<file path="config.mk">
export PLATFORM = sky130hd
export DESIGN_NAME = audio_port_mute_source_select
export DESIGN_NICKNAME = d
export VERILOG_FILES = /design/src/shared/mute_select_pkg.sv /design/src/logic/mute_source_mux.sv /design/src/logic/mute_select_reg.sv /design/src/logic/audio_port_mute_source_select.sv
export SDC_FILE = /design/constraint.sdc
export NUM_CORES = 1
export LEC_CHECK = 0
export BUFFER_PORTS_ARGS = -buffer_cell sky130_fd_sc_hd__buf_4
export CORE_ASPECT_RATIO = 1.25
export CORE_MARGIN = 3
export CORE_UTILIZATION = 32
export CTS_BUF_LIST = sky130_fd_sc_hd__clkbuf_16
export CTS_CLUSTER_DIAMETER = 30
export DETAILED_ROUTE_END_ITERATION = 8
export PLACE_DENSITY = 0.95
export SKIP_CTS_REPAIR_TIMING = 1
export SLEW_MARGIN = 20
export SYNTH_ARGS = -nofsm -noshare
export SYNTH_HDL_FRONTEND = slang
export SYNTH_HIERARCHICAL = 1
export SYNTH_SLANG_ARGS = --single-unit
</file>
<file path="constraint.sdc">
create_clock -name pclk -period 2.4 [get_ports pclk]
set_clock_uncertainty 0.1 [all_clocks]
set_input_delay 0.48 -clock pclk [delete_from_list [all_inputs] [get_ports pclk]]
set_output_delay 0.48 -clock pclk [all_outputs]
set_load 0.02 [all_outputs]
</file>
<file path="src/shared/mute_select_pkg.sv">
// Purpose: Constants for the audio port mute source select block.
// Assumes: APB with 32-bit data; registers at the printed byte addresses.
// Notes: All 32 address bits are decoded for each register address.
package mute_select_pkg;
  localparam int ADDR_W = 32;
  localparam int DATA_W = 32;
  localparam int SEL_W = 3;
  localparam int SRC_N = 8;
  localparam logic [ADDR_W-1:0] PORT1_MUTE_SRC_ADDR = 32'h4000001C;
  localparam logic [ADDR_W-1:0] PORT2_MUTE_SRC_ADDR = 32'h40000020;
  localparam logic [SEL_W-1:0] SEL_RESET = 3'h0;
  localparam int SEL_LSB = 0;
  localparam int SEL_MSB = 2;
  localparam logic [DATA_W-1:0] RSVD_READ = 32'h00000000;
  localparam logic [SEL_W-1:0] CODE_ZERO = 3'h0;
  localparam logic [SEL_W-1:0] CODE_SECOND_SPI_CLOCK_PIN = 3'h1;
  localparam logic [SEL_W-1:0] CODE_SECOND_SPI_SLAVE_OUT_PIN = 3'h2;
  localparam logic [SEL_W-1:0] CODE_SECOND_SPI_SLAVE_IN_PIN = 3'h3;
  localparam logic [SEL_W-1:0] CODE_P2_HCLK = 3'h4;
  localparam logic [SEL_W-1:0] CODE_FIRST_SPI_SLAVE_IN_PIN = 3'h5;
  localparam logic [SEL_W-1:0] CODE_SPI0_CS = 3'h6;
  localparam logic [SEL_W-1:0] CODE_FIRST_SPI_ENABLE_PIN = 3'h7;
endpackage

</file>
<file path="src/logic/mute_source_mux.sv">
// Purpose: Eight-to-one combinational selector for one mute input.
// Assumes: Source vector index equals the select code.
// Notes: Index zero is tied low by the caller.
`timescale 1ns/10ps
module mute_source_mux #(
  parameter int SEL_W = mute_select_pkg::SEL_W,
  parameter int SRC_N = mute_select_pkg::SRC_N
) (
  input wire logic [SEL_W-1:0] sel, // Registered select code
  input wire logic [SRC_N-1:0] src, // Candidate sources
  output wire logic mute_out // Chosen source
);
  assign mute_out = src[sel];
endmodule

</file>
<file path="src/logic/mute_select_reg.sv">
// Purpose: One three-bit select register written over APB.
// Assumes: Write strobe is a completed APB write to this register.
// Notes: Reserved bits are not stored.
`timescale 1ns/10ps
module mute_select_reg #(
  parameter int SEL_W = mute_select_pkg::SEL_W
) (
  input wire logic pclk, // Bus clock
  input wire logic presetn, // Asynchronous reset, active low
  input wire logic wr, // Write strobe
  input wire logic [SEL_W-1:0] wdata, // New select code
  output logic [SEL_W-1:0] sel_q // Stored select code
);
  always_ff @(posedge pclk or negedge presetn)
  begin
    if (!presetn)
      sel_q <= mute_select_pkg::SEL_RESET;
    else if (wr)
      sel_q <= wdata;
  end
endmodule

</file>
<file path="src/logic/audio_port_mute_source_select.sv">
// Purpose: Routes one of eight sources to the mute inputs of audio ports 1 and 2.
// Assumes: Pin inputs are synchronous to pclk.
// Notes: Reads of bits 31 to 3 return zero.
//
// Overview of operation
// - Port 1 three-bit select, resets zero.
// - Port 2 identical select, resets zero.
// - Code 000 drives constant zero.
// - Codes 001-011 route the second SPI pins.
// - Codes 100,101 route high-rate clock, SPI0 in.
// - Codes 110,111 route shared SPI0/I2C pins.
// - Bits 31:3 reserved, read as zero.
// - Reduced variant: port 2 register is inert.
//
// Design decision made here: register access over APB.
`timescale 1ns/10ps
module audio_port_mute_source_select #(
  parameter bit HAS_PORT2 = 1'b1
) (
  input wire logic pclk, // Bus clock, 10 MHz
  input wire logic presetn, // Asynchronous reset, active low
  input wire logic psel, // APB select
  input wire logic penable, // APB enable
  input wire logic pwrite, // APB direction
  input wire logic [mute_select_pkg::ADDR_W-1:0] paddr, // APB byte address
  input wire logic [mute_select_pkg::DATA_W-1:0] pwdata, // APB write data
  output logic [mute_select_pkg::DATA_W-1:0] prdata, // APB read data
  output wire logic pready, // APB ready
  output wire logic pslverr, // APB error
  input wire logic second_spi_clock_pin, // Port 0 data 7 / SPI1 clock
  input wire logic second_spi_slave_out_pin, // Port 0 data 8 / port 1 data 5
  input wire logic second_spi_slave_in_pin, // Port 0 data 9 / port 1 data 4
  input wire logic port2_receive_high_rate_clock_pin, // Port 2 receive clock
  input wire logic first_spi_slave_in_pin, // SPI0 slave in
  input wire logic first_spi_chip_select_pin, // SPI0 chip select / I2C1 clock
  input wire logic first_spi_enable_pin, // SPI0 enable / I2C1 data
  output wire logic port1_mute_in, // Port 1 mute input
  output wire logic port2_mute_in // Port 2 mute input
);

  // ----------------------------------------------------------------
  // Bus decode
  // ----------------------------------------------------------------
  wire logic hit1;
  wire logic hit2;
  wire logic acc;
  wire logic wr1;
  wire logic wr2;
  wire logic [mute_select_pkg::SEL_W-1:0] wsel;
  wire logic [mute_select_pkg::SEL_W-1:0] port1_mute_select_field;
  wire logic [mute_select_pkg::SEL_W-1:0] port2_mute_select_field;
  wire logic [mute_select_pkg::SRC_N-1:0] src;

  assign hit1 = paddr == mute_select_pkg::PORT1_MUTE_SRC_ADDR;
  assign hit2 = (paddr == mute_select_pkg::PORT2_MUTE_SRC_ADDR) && HAS_PORT2;
  assign acc = psel && penable;
  assign wr1 = acc && pwrite && hit1;
  assign wr2 = acc && pwrite && hit2;
  assign wsel = pwdata[mute_select_pkg::SEL_MSB:mute_select_pkg::SEL_LSB];
  assign pready = 1'b1;
  assign pslverr = 1'b0;

  // Unmapped and reserved reads return zero.
  always_comb
  begin
    prdata = mute_select_pkg::RSVD_READ;
    if (hit1)
      prdata[mute_select_pkg::SEL_MSB:mute_select_pkg::SEL_LSB] = port1_mute_select_field;
    else if (hit2)
      prdata[mute_select_pkg::SEL_MSB:mute_select_pkg::SEL_LSB] = port2_mute_select_field;
  end

  // ----------------------------------------------------------------
  // Select registers
  // ----------------------------------------------------------------
  mute_select_reg u_reg1 (
    .pclk(pclk),
    .presetn(presetn),
    .wr(wr1),
    .wdata(wsel),
    .sel_q(port1_mute_select_field)
  );

  mute_select_reg u_reg2 (
    .pclk(pclk),
    .presetn(presetn),
    .wr(wr2),
    .wdata(wsel),
    .sel_q(port2_mute_select_field)
  );

  // ----------------------------------------------------------------
  // Source routing
  // ----------------------------------------------------------------
  assign src[mute_select_pkg::CODE_ZERO] = 1'b0;
  assign src[mute_select_pkg::CODE_SECOND_SPI_CLOCK_PIN] = second_spi_clock_pin;
  assign src[mute_select_pkg::CODE_SECOND_SPI_SLAVE_OUT_PIN] = second_spi_slave_out_pin;
  assign src[mute_select_pkg::CODE_SECOND_SPI_SLAVE_IN_PIN] = second_spi_slave_in_pin;
  assign src[mute_select_pkg::CODE_P2_HCLK] = port2_receive_high_rate_clock_pin;
  assign src[mute_select_pkg::CODE_FIRST_SPI_SLAVE_IN_PIN] = first_spi_slave_in_pin;
  assign src[mute_select_pkg::CODE_SPI0_CS] = first_spi_chip_select_pin;
  assign src[mute_select_pkg::CODE_FIRST_SPI_ENABLE_PIN] = first_spi_enable_pin;

  mute_source_mux u_mux1 (
    .sel(port1_mute_select_field),
    .src(src),
    .mute_out(port1_mute_in)
  );

  mute_source_mux u_mux2 (
    .sel(port2_mute_select_field),
    .src(src),
    .mute_out(port2_mute_in)
  );
endmodule

</file>
After elaboration in Yosys (flattened, before gate mapping)

Cells that the tools add are included.

Register bits: 6
Input bits: 76
Output and inout port bits: 36
Logic and storage cells: 16

$lt $le $gt $ge: 2
Eq/ne operators: 2
Mux-type cells: 6
Reduce and logical (&&, ||, !) cells: 4

Operators with widths:

| operator               | number |
|---|---|
| $eq A32 B31 Y1 const B | 2 |
| $lt A3 B4 Y1 const B   | 2 |
| $bmux W1 S3            | 2 |
| $mux W3                | 2 |
| $logic_and A1 B1 Y1    | 4 |
| $mux W1                | 2 |

Longest topological paths before layout

Depth in word-level cells: 3
Depth in mapped cells: 4
Mapped depth without buffers: 4

Modules after synthesis

The synthesis kept the hierarchy.

Modules (own cells, without submodules):

| module                        | times used | cells each | area each (µm²) |
|---|---|---|---|
| audio_port_mute_source_select | 1          | 54         | 414.1 |
| mute_select_reg               | 2          | 6          | 108.9 |
| mute_source_mux               | 2          | 3          | 63.8 |

Least setup slack after synthesis

No wires, ideal clock.

Path kind: input to output
Start: input port paddr[20] in the netlist's numbering
End: output port prdata[0] in the netlist's numbering
Data arrival time: 1466 ps
Data required time: 1820 ps
Path slack: 354 ps
Stages on the path: 3
Path through: nor4_2 -> nand4_2 -> nor3_1

Longest elaborated chain between the ends: 3

Ends and longest elaborated chain:

| what               | RTL line                            | text |
|---|---|---|
| start: declaration | audio_port_mute_source_select.sv:25 | `input wire logic [mute_select_pkg::ADDR_W-1:0] paddr,` |
| $eq A32 B31 Y1     | audio_port_mute_source_select.sv:55 | `assign hit2 = (paddr == mute_select_pkg::PORT2_MUTE_SRC_ADDR) && HAS_PORT2;` |
| $mux W3            | audio_port_mute_source_select.sv:69 | `else if (hit2)` |
| $mux W3 *          | audio_port_mute_source_select.sv:67 | `if (hit1)` |
| end: declaration   | audio_port_mute_source_select.sv:27 | `output logic [mute_select_pkg::DATA_W-1:0] prdata,` |

Mark *: on every way between the ends. The rest lies on a longest branch, timed or not.

Final worst setup path

Start: register u_reg2.sel_q[0]
End: output port port2_mute_in

Longest elaborated chain between the ends: 2

Ends and longest elaborated chain:

| what                          | RTL line                            | text |
|---|---|---|
| start: declaration            | mute_select_reg.sv:12               | `output logic [SEL_W-1:0] sel_q` |
| start signal: assignment      | mute_select_reg.sv:17               | `sel_q <= mute_select_pkg::SEL_RESET;` |
| start signal: assignment      | mute_select_reg.sv:19               | `sel_q <= wdata;` |
| $bmux W1 S3                   | mute_source_mux.sv:13               | `assign mute_out = src[sel];` |
| $mux W1 (implied by the code) | mute_source_mux.sv:13               |  |
| end: declaration              | audio_port_mute_source_select.sv:38 | `output wire logic port2_mute_in` |

Every way passes these cells. The select of a mux whose other input is x is not followed.

==> out/results.ini <==
[placement]
dp_slack_ns=0.222
place_congestion=0.699
place_hpwl_um=1690
dpl-instance-area_mm2=0.00106
io_buffers=51

[pwr]
peakVddDrop_mv=0.550
powerDensity_mw_per_mm2=435
power_leakage_nw=0.576

[synth]
yosysWarningCount=6
syn_area_um2=759
synth_seq_cells=6
yosysSeqAreaShare=0.198
synth_top_area_share=0.306
synth_cells=72
synth_top_area_cell=buf_4
synth_cell_type_count=14
yosys-top-cells-area=buf_4, dfrtp_1, mux4_1
synth_area_per_cell_um2=10.5

[layout]
final_cell_area_mm2=0.00115
area_growth_pct=51.4
antenna_cells=0
nets=205
final_common_cell=buf_4
n_fill_cell=207
fin_util=0.515
drive_above_1_share=0.535
final_cell_mix=buf_4, conb_1, mux2_2

[route]
route.vias.total=725
antenna_left=0
wl_per_cell_um=12.6
first_iter_violations=8
dr.pass1.iters=4
drc_errors=0
finalWirelength_um=1990
via_per_inst=4.59

[cts]
numCtsBuffers=3
cts.htree.levels=1
ctsLongestPathBuffers=2
clk_latency_ns=0.23
cts_tree=done
clk_pin_slew_ns=0.03
clockRootBuffer=clkbuf_16
clock-sinks=6

[global_routing]
antenna_found_initial=0
grt_usage=0.121
grt_max_degree=7
grt_pass1_vias=684
grt_pass1_wl_um=2790
grt_overflow_total=0

[floorplanning]
initial_core_util=0.340
die_x_um=49.6
core_mm2=0.00223
rows=19
die_area_mm2=0.00300
die_y_um=60.5
pin_count=112

[setup_path]
worst-r2r-cell-count=1
path_max_fanout=4
end_kind=output port
worstSetupPathType=flip-flop to output port
worstSetupStartpointType=flip-flop
worstPathRequired_ns=1.82
cp.arrival_ns=1.65

[job]
maxCapViolations=0

[timing]
fin_crit_sh=0.931
fin_crit_ns=2.23
drv_slew=0
setup_violations=0
worst_slack_ns=0.166
fmax_ghz=0.448
rsz0062_at_grt=false
hold_ws_ns=0.401
hold_viol_final=0
tns_ns=0

[worst_hold_path]
holdPathStages=2
min-delay-path-class=input port to flip-flop

[run_status]
status=complete, no violations

==> path summary, 6_finish.rpt <==
| check | slack [ns] | to | from |
|---|---|---|---|
| setup / recovery | 0.17 | port2_mute_in | u_reg2/sel_q[0]$_DFFE_PN0P_ |
| hold / removal | 0.40 | u_reg1/sel_q[2]$_DFFE_PN0P_ | pwdata[2] |
| setup reg to reg | 1.46 | u_reg2/sel_q[0]$_DFFE_PN0P_ | u_reg2/sel_q[0]$_DFFE_PN0P_ |
| hold reg to reg | 0.49 | u_reg1/sel_q[1]$_DFFE_PN0P_ | u_reg1/sel_q[1]$_DFFE_PN0P_ |
| max in group asynchronous | 1.56 | u_reg2/sel_q[1]$_DFFE_PN0P_ | presetn |
| min in group asynchronous | 0.52 | u_reg1/sel_q[1]$_DFFE_PN0P_ | presetn |
==> registers in the layout (all words and copies together), names as in the netlist <==
signal and flops:
u_reg1/sel_q 3, u_reg2/sel_q 3
==> routing by layer <==
layer	wire length (µm)	vias up	GRT usage
met4	0	0	0.0237
li1	-	323	-
met5	0	-	0
met3	318	0	0.0516
met2	1060	76	0.244
met1	607	326	0.114
==> final cells by class <==
cell class                 count  area [µm²]  share of cell area
clock buffer                   3        75.1              0.0653
timing repair buffer          52         393               0.342
tap                           31        38.8              0.0337
multi-input combinational     66         493               0.429
sequential                     6         150               0.131
==> stage by stage <==
| stage | power [W] | std cells |
|---|---|---|
| final | 0.000500 | 158 |
| after global routing | 0.000516 | 158 |
| after CTS | 0.000502 | 157 |
| after detailed placement | 0.000228 | 154 |
| after global placement | 0.000225 | 154 |
| after floorplan | 0.000198 | 103 |
==> power breakdown <==
part	total (W)	internal, W	switching [W]
clock	0.000271	0.000214	0.0000570
sequential	0.000102	0.000102	0.000000000000273
combinational	0.000127	0.0000593	0.0000678
==> cell families (layout without fill, tap and decap cells) <==
| logic type | after synthesis | count (layout) | synth area share |
|---|---|---|---|
| other cells | 2 | 33 | 0.00989 |
| flops | 6 | 6 | 0.198 |
| compound gates | 3 | 3 | 0.0297 |
| simple gates | 18 | 18 | 0.199 |
| buf+inv | 31 | 55 | 0.306 |
| mux | 12 | 12 | 0.257 |
==> worst max-delay path: stages (launching register included) <==
cell and delay (ns):
dfrtp_1 0.42, mux4_1 0.58, mux2_2 0.28, buf_4 0.16
==> cell usage after synthesis <==
cell type and n:
nand3_1 1, nor3_1 5, nand4_1 2, buf_4 31
mux4_1 4, nor4b_2 2, nor4_2 3, a22oi_1 3
nand4_2 1, and4b_1 1, mux2_2 8, nor4_1 3
conb_1 2, dfrtp_1 6
(Power assumes the default switching activity.)
